`src/sabp_pkg.sv`:
```
// Package for the SDRAM address mux and burst page sequencer
package sabp_pkg;

  // Port size codes
  localparam logic [1:0] PS_32 = 2'h0;
  localparam logic [1:0] PS_16 = 2'h1;

  // Column line counts supported
  localparam logic [3:0] COLS_8 = 4'h8;
  localparam logic [3:0] COLS_9 = 4'h9;
  localparam logic [3:0] COLS_10 = 4'hA;
  localparam logic [3:0] COLS_11 = 4'hB;
  localparam logic [3:0] COLS_13 = 4'hD;

  // Column timing field: 00 -> 1 clock, 01 -> 2, 10 -> 3
  localparam logic [1:0] CTF_RESET = 2'h1;

  // Command encoding {cs_n, ras_n, cas_n, we_n}
  localparam logic [3:0] CMD_NOP = 4'h7;
  localparam logic [3:0] CMD_ACT = 4'h3;
  localparam logic [3:0] CMD_RD = 4'h5;
  localparam logic [3:0] CMD_WR = 4'h4;
  localparam logic [3:0] CMD_PRECHARGE_ALL_COMMAND = 4'h2;
  localparam logic [3:0] CMD_IDLE = 4'hF;

  // Precharge-all select line of the SDRAM address
  localparam int PRECHARGE_ALL_COMMAND_LINE = 10;

  // Timing in ns and derived clocks at 100 ns period
  localparam int CLK_PERIOD_NS = 100;
  localparam int T_RAS_NS = 48;
  localparam int T_RP_NS = 20;
  localparam logic [3:0] RAS_CYC =
    4'((T_RAS_NS + CLK_PERIOD_NS - 1) / CLK_PERIOD_NS);
  localparam logic [3:0] RP_CYC =
    4'((T_RP_NS + CLK_PERIOD_NS - 1) / CLK_PERIOD_NS);

  localparam int BUF_DEPTH = 2;

  typedef enum logic [2:0] {
    ST_IDLE = 3'h0,
    ST_ACT = 3'h1,
    ST_RCD = 3'h3,
    ST_CMD = 3'h2,
    ST_DRAIN = 3'h6,
    ST_RAS = 3'h7,
    ST_PRECHARGE_ALL_COMMAND = 3'h5,
    ST_RP = 3'h4
  } sabp_state_t;

  // Access request from the internal bus
  typedef struct packed {
    logic [23:0] addr;
    logic write;
    logic [3:0] beats;
  } sabp_req_t;

  // Command and address toward the SDRAM pins
  typedef struct packed {
    logic [3:0] cmd;
    logic [13:0] addr;
    logic [1:0] bank;
  } sabp_pins_t;

endpackage : sabp_pkg

```
`src/sabp_addr_mux.sv`:
```
// Row and column address multiplexer
`timescale 1ns/1ps
`default_nettype none
module sabp_addr_mux (
  input wire logic [23:0] cpu_addr, // Internal bus address
  input wire logic [1:0] port_size, // Port size code
  input wire logic [3:0] col_lines, // Column line count
  input wire logic col_phase, // High for column phase
  output logic [13:0] sd_addr // SDRAM address lines
);
  logic [13:0] row_a;
  logic [13:0] col_a;

  always_comb
  begin
    row_a = 14'h0000;
    col_a = 14'h0000;
    if (port_size == sabp_pkg::PS_16)
    begin
      // SDRAM A0 takes row bit A16 and the lowest column bit A1
      for (int i = 0; i < 8; i++)
      begin
        row_a[i] = cpu_addr[16-i];
        col_a[i] = cpu_addr[1+i];
      end
      row_a[10:8] = {cpu_addr[22], cpu_addr[20], cpu_addr[18]};
      col_a[10:8] = {cpu_addr[21], cpu_addr[19], cpu_addr[17]};
    end
    else
    begin
      for (int i = 0; i < 7; i++)
      begin
        row_a[i] = cpu_addr[15-i];
        col_a[i] = cpu_addr[2+i];
      end
      row_a[7] = cpu_addr[17];
      col_a[7] = cpu_addr[16];
      case (col_lines)
        sabp_pkg::COLS_8:
        begin
          row_a[13:8] = cpu_addr[23:18];
        end
        sabp_pkg::COLS_9:
        begin
          row_a[12:8] = cpu_addr[23:19];
          col_a[8] = cpu_addr[18];
        end
        sabp_pkg::COLS_10:
        begin
          row_a[11:8] = {cpu_addr[23:21], cpu_addr[19]};
          col_a[9:8] = {cpu_addr[20], cpu_addr[18]};
        end
        default:
        begin
          row_a[10:8] = {cpu_addr[23], cpu_addr[21], cpu_addr[19]};
          col_a[10:8] = {cpu_addr[22], cpu_addr[20], cpu_addr[18]};
        end
      endcase
    end
  end

  // Row-only lines hold zero in column phase for a stable bus
  assign sd_addr = col_phase ? col_a : row_a;

endmodule // sabp_addr_mux
`default_nettype wire

```
`src/sabp_skid_buf.sv`:
```
// Two-entry buffer for read data with valid and ready on both sides
`timescale 1ns/1ps
`default_nettype none
module sabp_skid_buf (
  input wire logic mclk, // Clock
  input wire logic rst, // Async reset, active high
  input wire logic [31:0] in_data, // Incoming word
  input wire logic in_valid, // Incoming word valid
  output logic in_ready, // Space available
  output logic [31:0] out_data, // Outgoing word
  output logic out_valid, // Outgoing word valid
  input wire logic out_ready // Receiver accepts
);
  logic [31:0] mem_reg [sabp_pkg::BUF_DEPTH];
  logic wptr_reg;
  logic rptr_reg;
  logic [1:0] cnt_reg;
  logic push;
  logic pop;

  assign in_ready = (cnt_reg != 2'h2);
  assign out_valid = (cnt_reg != 2'h0);
  assign out_data = mem_reg[rptr_reg];
  assign push = in_valid && in_ready;
  assign pop = out_valid && out_ready;

  always_ff @(posedge mclk or posedge rst)
  begin
    if (rst)
    begin
      mem_reg[0] <= 32'h0000_0000;
      mem_reg[1] <= 32'h0000_0000;
    end
    else if (push)
    begin
      mem_reg[wptr_reg] <= in_data;
    end
  end

  always_ff @(posedge mclk or posedge rst)
  begin
    if (rst)
    begin
      wptr_reg <= 1'b0;
      rptr_reg <= 1'b0;
      cnt_reg <= 2'h0;
    end
    else
    begin
      if (push)
        wptr_reg <= ~wptr_reg;
      if (pop)
        rptr_reg <= ~rptr_reg;
      cnt_reg <= 2'(cnt_reg + {1'b0, push} - {1'b0, pop});
    end
  end

endmodule // sabp_skid_buf
`default_nettype wire

```
`src/sabp_burst_seq.sv`:
```
// Burst page sequencer with address multiplexing toward SDRAM
`timescale 1ns/1ps
`default_nettype none
// Function
// - 32-bit, 8 columns: A0-A6 from A15-A9, A7 row17/col16, A8-A13 row only
// - 32-bit, 9 columns: A8 row19/col18, A9-A12 row bits 20-23
// - 32-bit, 10 columns: A9 row21/col20, A10-A11 row bits 22, 23
// - 32-bit, 11 columns: A10 carries row bit 23, column bit 22
// - 16-bit, 13 columns: A0-A7 from A16-A9, A8-A10 rows 18/20/22
// - Four-bank part: A20 on SDRAM A10 only for 32-bit, 8 columns, A21 on BA0, A22 on BA1
// - New column address and column strobe every clock within open page; reads hold off once buffered plus in-flight words reach two
// - Transfers wider than port use several commands under one activate
// - First beat gets activate plus command, later beats only command
// - Precharge-all follows the last beat
// - Timing field 01 gives two clocks activate to column strobe
// - Read latency equals that delay; field 01 samples data two later
// - Read burst: NOPs until last data, precharge-all one clock later
// - Write data goes with column strobe, so writes end latency minus one clocks sooner
// - Next access waits for the precharge-to-activate delay
// - Activate, NOPs for row-to-column delay, then read or write commands
// - Pad NOPs for activate-to-precharge, precharge-all, idle clocks
module sabp_burst_seq (
  input wire logic mclk, // Clock, 10 MHz
  input wire logic rst, // Async reset, active high
  input wire sabp_pkg::sabp_req_t req, // Access request
  input wire logic req_valid, // Request valid
  output logic req_ready, // Request taken this cycle
  input wire logic [1:0] port_size, // Port size code
  input wire logic [3:0] col_lines, // Column line count
  input wire logic [1:0] column_timing_field, // Row-to-column and latency
  input wire logic [31:0] wr_data, // Write word for current beat
  output logic wr_take, // Write word consumed
  output sabp_pkg::sabp_pins_t pins, // Command, address, bank
  output logic row_strobe_n, // Row strobe
  output logic column_strobe_n, // Column strobe
  output logic [31:0] dq_out, // Data toward SDRAM
  output logic dq_oe_n, // Data output enable, low drives
  input wire logic [31:0] dq_in, // Data from SDRAM
  output logic [31:0] rd_data, // Read word to receiver
  output logic rd_valid, // Read word valid
  input wire logic rd_ready, // Receiver accepts
  output logic busy // Sequence in progress
);
  sabp_pkg::sabp_state_t state_reg, state_next;
  sabp_pkg::sabp_req_t cur_reg;
  logic [3:0] cnt_reg;
  logic [3:0] beat_reg;
  logic [3:0] ras_reg;
  logic [3:0] lat_reg;
  logic [7:0] rd_pipe_reg;
  logic [31:0] dq_out_reg;
  logic dq_oe_n_reg;
  sabp_pkg::sabp_pins_t pins_reg;
  logic [13:0] mux_addr;
  logic [23:0] beat_addr;
  logic col_phase;
  logic buf_in_ready;
  logic [3:0] cmd_now;
  logic last_beat;
  logic can_issue;
  logic drain_done;
  logic [1:0] buf_occ;
  logic [3:0] in_flight;

  // Field 00 means one clock; delay and latency share one value
  assign lat_reg = 4'({2'h0, column_timing_field} + 4'h1);

  // Each beat advances by the port width in bytes
  assign beat_addr = (port_size == sabp_pkg::PS_16)
                     ? 24'(cur_reg.addr + {19'h0, beat_reg, 1'b0})
                     : 24'(cur_reg.addr + {18'h0, beat_reg, 2'b00});
  assign col_phase = (state_reg == sabp_pkg::ST_CMD);
  assign last_beat = (beat_reg == cur_reg.beats);
  // Words in flight cannot be stalled, so they need reserved buffer room
  assign buf_occ = !buf_in_ready ? 2'h2 : (rd_valid ? 2'h1 : 2'h0);
  assign in_flight = 4'($countones(rd_pipe_reg & 8'((9'h002 << lat_reg[2:0]) - 9'h001)));
  assign can_issue = cur_reg.write || (4'({2'h0, buf_occ} + in_flight) < 4'h2);
  // Last read word is one clock from capture: precharge can follow it
  assign drain_done = (rd_pipe_reg & 8'((8'h01 << (lat_reg - 4'h1)) - 8'h01)) == 8'h00;

  sabp_addr_mux u_mux (
    .cpu_addr(beat_addr),
    .port_size(port_size),
    .col_lines(col_lines),
    .col_phase(col_phase),
    .sd_addr(mux_addr)
  );

  assign req_ready = (state_reg == sabp_pkg::ST_IDLE);
  assign busy = (state_reg != sabp_pkg::ST_IDLE);

  always_comb
  begin
    state_next = state_reg;
    cmd_now = sabp_pkg::CMD_NOP;
    case (state_reg)
      sabp_pkg::ST_IDLE:
      begin
        cmd_now = sabp_pkg::CMD_IDLE;
        if (req_valid)
          state_next = sabp_pkg::ST_ACT;
      end
      sabp_pkg::ST_ACT:
      begin
        cmd_now = sabp_pkg::CMD_ACT;
        state_next = (lat_reg == 4'h1) ? sabp_pkg::ST_CMD : sabp_pkg::ST_RCD;
      end
      sabp_pkg::ST_RCD:
      begin
        if (cnt_reg == 4'h1)
          state_next = sabp_pkg::ST_CMD;
      end
      sabp_pkg::ST_CMD:
      begin
        if (can_issue)
        begin
          cmd_now = cur_reg.write ? sabp_pkg::CMD_WR : sabp_pkg::CMD_RD;
          if (last_beat)
            state_next = cur_reg.write ? sabp_pkg::ST_RAS : sabp_pkg::ST_DRAIN;
        end
      end
      sabp_pkg::ST_DRAIN:
      begin
        // NOPs until last read word is captured
        if (drain_done && ras_reg >= sabp_pkg::RAS_CYC)
          state_next = sabp_pkg::ST_PRECHARGE_ALL_COMMAND;
      end
      sabp_pkg::ST_RAS:
      begin
        if (ras_reg >= sabp_pkg::RAS_CYC)
          state_next = sabp_pkg::ST_PRECHARGE_ALL_COMMAND;
      end
      sabp_pkg::ST_PRECHARGE_ALL_COMMAND:
      begin
        cmd_now = sabp_pkg::CMD_PRECHARGE_ALL_COMMAND;
        state_next = sabp_pkg::ST_RP;
      end
      sabp_pkg::ST_RP:
      begin
        if (cnt_reg <= 4'h1)
          state_next = sabp_pkg::ST_IDLE;
      end
      default:
      begin
        state_next = sabp_pkg::ST_IDLE;
      end
    endcase
  end

  always_ff @(posedge mclk or posedge rst)
  begin
    if (rst)
      state_reg <= sabp_pkg::ST_IDLE;
    else
      state_reg <= state_next;
  end

  always_ff @(posedge mclk or posedge rst)
  begin
    if (rst)
      cur_reg <= '0;
    else if (req_valid && req_ready)
      cur_reg <= req;
  end

  // Delay counter for row-to-column and precharge waits
  always_ff @(posedge mclk or posedge rst)
  begin
    if (rst)
      cnt_reg <= 4'h0;
    else if (state_reg == sabp_pkg::ST_ACT)
      cnt_reg <= 4'(lat_reg - 4'h1);
    else if (state_reg == sabp_pkg::ST_PRECHARGE_ALL_COMMAND)
      cnt_reg <= sabp_pkg::RP_CYC;
    else if (cnt_reg != 4'h0)
      cnt_reg <= 4'(cnt_reg - 4'h1);
  end

  // Clocks since activate, for the activate-to-precharge minimum
  always_ff @(posedge mclk or posedge rst)
  begin
    if (rst)
      ras_reg <= 4'h0;
    else if (state_reg == sabp_pkg::ST_ACT)
      ras_reg <= 4'h1;
    else if (ras_reg != 4'hF)
      ras_reg <= 4'(ras_reg + 4'h1);
  end

  always_ff @(posedge mclk or posedge rst)
  begin
    if (rst)
      beat_reg <= 4'h0;
    else if (req_valid && req_ready)
      beat_reg <= 4'h0;
    else if (col_phase && can_issue && !last_beat)
      beat_reg <= 4'(beat_reg + 4'h1);
  end

  // Pin outputs registered; bank lines A21/A22 fixed for four-bank part
  always_ff @(posedge mclk or posedge rst)
  begin
    if (rst)
      pins_reg <= '{cmd: sabp_pkg::CMD_IDLE, addr: 14'h0000, bank: 2'h0};
    else
    begin
      pins_reg.cmd <= cmd_now;
      pins_reg.bank <= beat_addr[22:21];
      if (cmd_now == sabp_pkg::CMD_PRECHARGE_ALL_COMMAND)
        pins_reg.addr <= 14'(1 << sabp_pkg::PRECHARGE_ALL_COMMAND_LINE);
      else
        pins_reg.addr <= mux_addr;
    end
  end

  assign pins = pins_reg;
  assign row_strobe_n = pins_reg.cmd[2];
  assign column_strobe_n = pins_reg.cmd[1];

  // Write data leaves with the column strobe
  always_ff @(posedge mclk or posedge rst)
  begin
    if (rst)
    begin
      dq_out_reg <= 32'h0000_0000;
      dq_oe_n_reg <= 1'b1;
    end
    else
    begin
      dq_oe_n_reg <= !(cmd_now == sabp_pkg::CMD_WR);
      if (cmd_now == sabp_pkg::CMD_WR)
        dq_out_reg <= wr_data;
    end
  end

  assign dq_out = dq_out_reg;
  assign dq_oe_n = dq_oe_n_reg;
  assign wr_take = (cmd_now == sabp_pkg::CMD_WR);

  // Read capture lat clocks after column strobe on the pins
  always_ff @(posedge mclk or posedge rst)
  begin
    if (rst)
      rd_pipe_reg <= 8'h00;
    else
      rd_pipe_reg <= {rd_pipe_reg[6:0], cmd_now == sabp_pkg::CMD_RD};
  end

  sabp_skid_buf u_buf (
    .mclk(mclk),
    .rst(rst),
    .in_data(dq_in),
    .in_valid(rd_pipe_reg[lat_reg[2:0]]),
    .in_ready(buf_in_ready),
    .out_data(rd_data),
    .out_valid(rd_valid),
    .out_ready(rd_ready)
  );
endmodule // sabp_burst_seq
`default_nettype wire

```
`config.mk`:
```
export PLATFORM = sky130hd
export DESIGN_NAME = sabp_burst_seq
export DESIGN_NICKNAME = d
export VERILOG_FILES = /design/src/sabp_pkg.sv /design/src/sabp_addr_mux.sv /design/src/sabp_skid_buf.sv /design/src/sabp_burst_seq.sv
export SDC_FILE = /design/constraint.sdc
export NUM_CORES = 1
export LEC_CHECK = 0
export BUFFER_PORTS_ARGS = -buffer_cell sky130_fd_sc_hd__buf_2
export CORE_MARGIN = 5
export CORE_UTILIZATION = 50
export CTS_CLUSTER_SIZE = 12
export DETAILED_ROUTE_END_ITERATION = 6
export PLACE_DENSITY = 0.77
export SYNTH_ARGS = -nofsm -noshare
export SYNTH_HDL_FRONTEND = slang
export SYNTH_SLANG_ARGS = --single-unit
```
`constraint.sdc`:
```
create_clock -name mclk -period 6.19 [get_ports mclk]
set_input_delay 1.857 -clock mclk [delete_from_list [all_inputs] [get_ports mclk]]
set_output_delay 1.857 -clock mclk [all_outputs]
set_load 0.01 [all_outputs]
```
[After elaboration in Yosys (flattened, before gate mapping)]
Cells that the tools add are included.
W data, S select, Z words.
Storage, ports and cells
  register bits: 173
  bits in latches: 0
  RAM bits: 0
  memory bits (read-only): 0
  bits of input ports: 105
  memories: 0
Operators by class
  add/subtract/negate cells: 19
  multiply operators: 0
  div/mod/pow operators: 0
  $lt $le $gt $ge: 7
  eq/ne operators: 26
  shift operators: 2
  muxes and demuxes: 43
  bitwise gates (word level): 6
  reduce and logical (&&, ||, !) cells: 21
Operators by type and width (number)
  $mux W32: 4
  $bwmux W64: 1
  $demux W32 S1: 1
  $mux W14: 2
  $mux W4: 7
  $add A24 B5 Y24: 1
  $add A24 B6 Y24: 1
  $mux W24: 1
  $mux W3: 8
  $pmux W3 S8: 1
  $mux W11: 2
  $and A8 B8 Y8: 2
  $pmux W4 S4: 1
  $sub A8 B1 Y8 const B: 2
  $eq A3 B3 Y1 const B: 4
  $eq A4 B4 Y1 const B: 3
  $ne A2 B2 Y1 const B: 6
  $mux W1: 9
  $pmux W3 S3: 1
  $add A1 B1 Y2: 4
  $add A4 B1 Y4 const B: 2
  $eq A4 B3 Y1 const B: 2
  $logic_not A8 Y1: 1
  $shl A1 B4 Y8 const A: 1
  other kinds (39): 57

[Depth between registers and ports, before layout]
  depth in word-level cells: 14
  depth in mapped cells: 20
  gate-level depth less buffers: 19

[By module]
A second synthesis with hierarchy kept.
Second synthesis, totals
  cell total of the unflattened synthesis: 750
  area total of the unflattened synthesis: 9110.0 µm²
By module, submodules not included
  sabp_burst_seq: instances 1, cells each 514, area an instance 5530.3 µm², sequential area each 2633.8 µm²
  sabp_skid_buf: instances 1, cells each 189, area an instance 3116.7 µm², sequential area each 1701.6 µm²
  sabp_addr_mux: instances 1, cells each 47, area an instance 462.9 µm², sequential area each 0.0 µm²

[Worst setup path before layout]
OpenSTA, ideal clock, no wires.
  path type: in2reg
  start: input port column_timing_field[0]
  end: register beat_reg[3]
  library setup time: 77 ps
  arrival time: 6281 ps
  data required time: 6113 ps
  path slack: -168 ps
  cell stages on the path: 19
  cell sequence: inv_1 -> ha_1 -> nor2b_1 -> fa_1 -> inv_1 -> fa_1 -> inv_1 -> fa_1 -> ha_1 -> a21o_2 -> inv_1 -> fa_1 -> or4b_4 -> a211oi_2 -> o31ai_2 -> or2_1 -> buf_6 -> or3_1 -> a21oi_1
On the way
  word-level cells in the longest chain between the ends: 13
  elaborated cells on any way between the ends: 17
  those cells by class: add/sub: 10; order compare: 1; shift: 1; bitwise: 1; reduce/logical: 4
RTL lines
  from (decl): line sabp_burst_seq.sv:30  | input wire logic [1:0] column_timing_field,
  $add A2 B1 Y3 (*): line sabp_burst_seq.sv:66  | assign lat_reg = 4'({2'h0, column_timing_field} + 4'h1);
  $shl A2 B3 Y8 (*): line sabp_burst_seq.sv:76  | assign in_flight = 4'($countones(rd_pipe_reg & 8'((9'h002 << lat_reg[2:0]) - 9'h001)));
  $sub A8 B1 Y8 (*): line sabp_burst_seq.sv:76
  $and A8 B8 Y8 (*): line sabp_burst_seq.sv:76
  $add A1 B1 Y2: line sabp_burst_seq.sv:76
  $add A2 B2 Y3: line sabp_burst_seq.sv:76
  $add A3 B3 Y4 (*): line sabp_burst_seq.sv:76
  $add A2 B4 Y4 (*): line sabp_burst_seq.sv:77  | assign can_issue = cur_reg.write || (4'({2'h0, buf_occ} + in_flight) < 4'h2);
  $lt A4 B2 Y1 (*): line sabp_burst_seq.sv:77
  $logic_or A1 B1 Y1 (*): line sabp_burst_seq.sv:77
  $logic_and A1 B1 Y1 (*) (2 in series): line sabp_burst_seq.sv:196  | else if (col_phase && can_issue && !last_beat)
  $reduce_bool A2 Y1 (no source line) (*)
  to (signal assigned): line sabp_burst_seq.sv:197  | beat_reg <= 4'(beat_reg + 4'h1);
  to (decl): line sabp_burst_seq.sv:47  | logic [3:0] beat_reg;
Mark *: on every way between the ends. The rest lies on a longest branch, timed or not.
A chain may end at the register's enable or synchronous reset.

[Worst setup path after layout]
  start: input port column_timing_field[1]
  end: register beat_reg[3]
Same word-level chain as after synthesis.

==> results.cfg <==
[status]
status = finished clean

[final_layout]
final_nets = 1097
final_cells = 1195
final_util_pct = 60.5
syn2layout_area_growth_pct = 20.0
drive_gt1_share_pct = 43.8
largest_reg_flops = 64
diodes = 0

[floorplan]
rows = 49
ios = 196
coreArea_um2 = 17800
initial_core_util_pct = 50.4
die-area_um2 = 20700
dieHeight_um = 144
die_w_um = 144

[worst_setup_path]
cp_max_fo = 3
path_common_cell = fa_1
cpPeakStageDelay_ns = 0.53
worstPathArrival_ns = 6.29
slowest_stage = fa_1
critPathLaunchType = primary input
critPathKind = primary input to register
crit_path_end_kind = register
cp_data_required_time_ns = 6.54
path_cells = buf_2, inv_4, ha_4, nor2b_1, fa_1, inv_1, fa_1, inv_1, fa_1, ha_1, a21o_2, inv_1, fa_1, or4b_4, a211oi_4, o31ai_2, or2_1, or3_1, a21oi_1

[placed_design]
place.gp.congestion = 0.870
placed_cells = 1163
port_buffers = 194
dpl.hpwl_mm = 14.7

[timing]
fmaxAchievable_mhz = 168
fin_crit_sh_pct = 95.9
hold_ws_ns = 0.435
finalHoldViolCount = 0
period_minus_slack_ns = 5.94
fin_skew_ns = 0.00900
fin_tns_setup_ns = 0
tightest_slew_ns = 1.09
setup_viol = 0
rsz0062_at_grt = no
slew_viol_final = 0
slew_headroom_pct = 26.9

[routing]
vias_per_cell = 5.49
drtPass1Iterations = 5
post-route-drc-count = 0
ant_nets = 0
dr.first_iter.drc_count = 405
routed_wl_mm = 20.2
wl_per_cell_um = 16.9
route.vias.total = 6555

[synthesis]
yosysTopAreaCellShare_pct = 46.6
synth.cell_area_um2 = 8960
synth_nets = 914
synth_edf_count = 0
synthesis.instances = 770
synth_flop_cell = dfrtp_1
synthTopCellsByArea = dfrtp_1, mux2_2, ha_1
async_flop_share_pct = 100
ys_seq_area_share_pct = 48.1
yosysWarnings = 0
avgSynthCellArea_um2 = 11.6
yosys.area.top_type = dfrtp_1
ys_ff_latch = 172
ys_types = 67

[clocking]
clk-insertion-delay-late_ns = 0.42
hold_buffers = 0
clk_pin_slew_ns = 0.07
cts_tree = yes
cts.path.max_buffers = 2
cts.htree.levels = 4
cts_root_buf = clkbuf_16
cts.sinks = 172
cts_inserted_buffers = 17

[global_routing]
grt_busiest_layer = met2
met2_usage_pct = 32.3
met3_usage_pct = 4.46
grt_use_total_pct = 19.6
overflow = 0
gr-usage-met1_pct = 26.5
grt_pass1_wl_mm = 32.7
antenna_found_initial = 0
grt_pass1_vias = 6587
grt_max_degree = 173

[flow_run]
max_cap_viol_count = 0

[power_and_ir_drop]
p_leak_nw = 5.13
totalPowerFinal_mw = 5.21
cellPowerDensity_nw_per_um2 = 485
irDropWorstVdd_mv = 0.286

[worst_hold_path]
hold_class = register to register
==> what timing repair did <==
item,in CTS,in global routing
endpoints found under the setup margin,0,1
buffers inserted,0,0
gates resized for setup,0,1
==> per-layer routing <==
| layer | share of wire [%] | vias to the layer above |
|---|---|---|
| li1 | - | 3118 |
| met4 | 1.1 | 0 |
| met3 | 6.4 | 19 |
| met2 | 49 | 220 |
| met1 | 44 | 3198 |
| met5 | 0 | - |
==> through the flow <==
| step | instance area (µm²) | setup WS [ns] |
|---|---|---|
| 2_1_floorplan | 8980 | 0.0184 |
| 4_1_cts | 10700 | 0.250 |
| 3_3_place_gp | 10200 | -0.114 |
| 3_5_place_dp | 10200 | -0.170 |
| 6_report | 10800 | 0.251 |
| 5_1_grt | 10800 | 0.00536 |
==> kinds of logic after synthesis <==
group	Yosys count	share of synthesized area (%)
adder cells (fa/ha/maj)	39	6.03
XOR/XNOR	30	2.93
buffers and inverters	76	3.69
flip-flops	172	48.1
multiplexers	160	20.3
AND/OR/NAND/NOR	171	9.75
AO/OA/AOI/OAI	122	9.19
==> path summary, 6_finish.rpt <==
| check | from | to | slack (ns) | cells past startpoint |
|---|---|---|---|---|
| worst min-delay path | rd_pipe_reg[2]$_DFF_PP0_ | rd_pipe_reg[3]$_DFF_PP0_ | 0.44 | 0 |
| max in group asynchronous | rst | cnt_reg[0]$_DFFE_PP0P_ | 3.79 | 3 |
| worst max register to register | rd_pipe_reg[2]$_DFF_PP0_ | beat_reg[3]$_DFFE_PP0P_ | 1.50 | 16 |
| worst max-delay path | column_timing_field[1] | beat_reg[3]$_DFFE_PP0P_ | 0.25 | 19 |
| worst min register to register | rd_pipe_reg[2]$_DFF_PP0_ | rd_pipe_reg[3]$_DFF_PP0_ | 0.44 | 0 |
| min in group asynchronous | rst | u_buf.mem_reg[60]$_DFFE_PP0P_ | 1.68 | 3 |
==> synth_stat cells (8+ instances only) <==
library cell,n
xnor2_1,10
ha_1,32
o21ai_0,27
mux2_2,153
o211ai_1,8
buf_2,9
nor2_1,37
nand3_1,17
clkbuf_1,30
a211oi_1,16
inv_1,29
nor3_1,14
nand2_1,45
xor2_1,20
a21oi_1,23
dfrtp_1,167
==> where the power goes <==
group	internal (mW)	switching [mW]
clock network	0.570	0.474
registers	1.65	0.409
logic	1.08	1.03
==> placed cells by master (no fill, tap or decap), types with 16 or more instances in the layout <==
master       n
buf_2      194
dfrtp_1    167
mux2_2     153
nand2_1     45
nor2_1      37
ha_1        31
o21ai_0     27
inv_1       26
a21oi_1     23
xor2_1      20
nand3_1     17
clkbuf_16   17
a211oi_1    16
==> critical path: cells and delay by family <==
kind	cells	cell delay, ns
AOI/OAI and AO/OA	4	0.55
buffers and inverters	5	0.33
and+or+nand+nor	4	1.14
adders and majority gates	6	2.40
==> area by class of cell <==
type                            instances  area (µm²)
Clock buffer                           18         429
Multi-Input combinational cell        522        4350
Timing Repair Buffer                  210        1100
Fill cell                            1467        7030
Inverter                               30         121
Clock inverter                         14         154
Tap cell                              229         287
Sequential cell                       172        4310
Power figures use the tool's default switching activity.
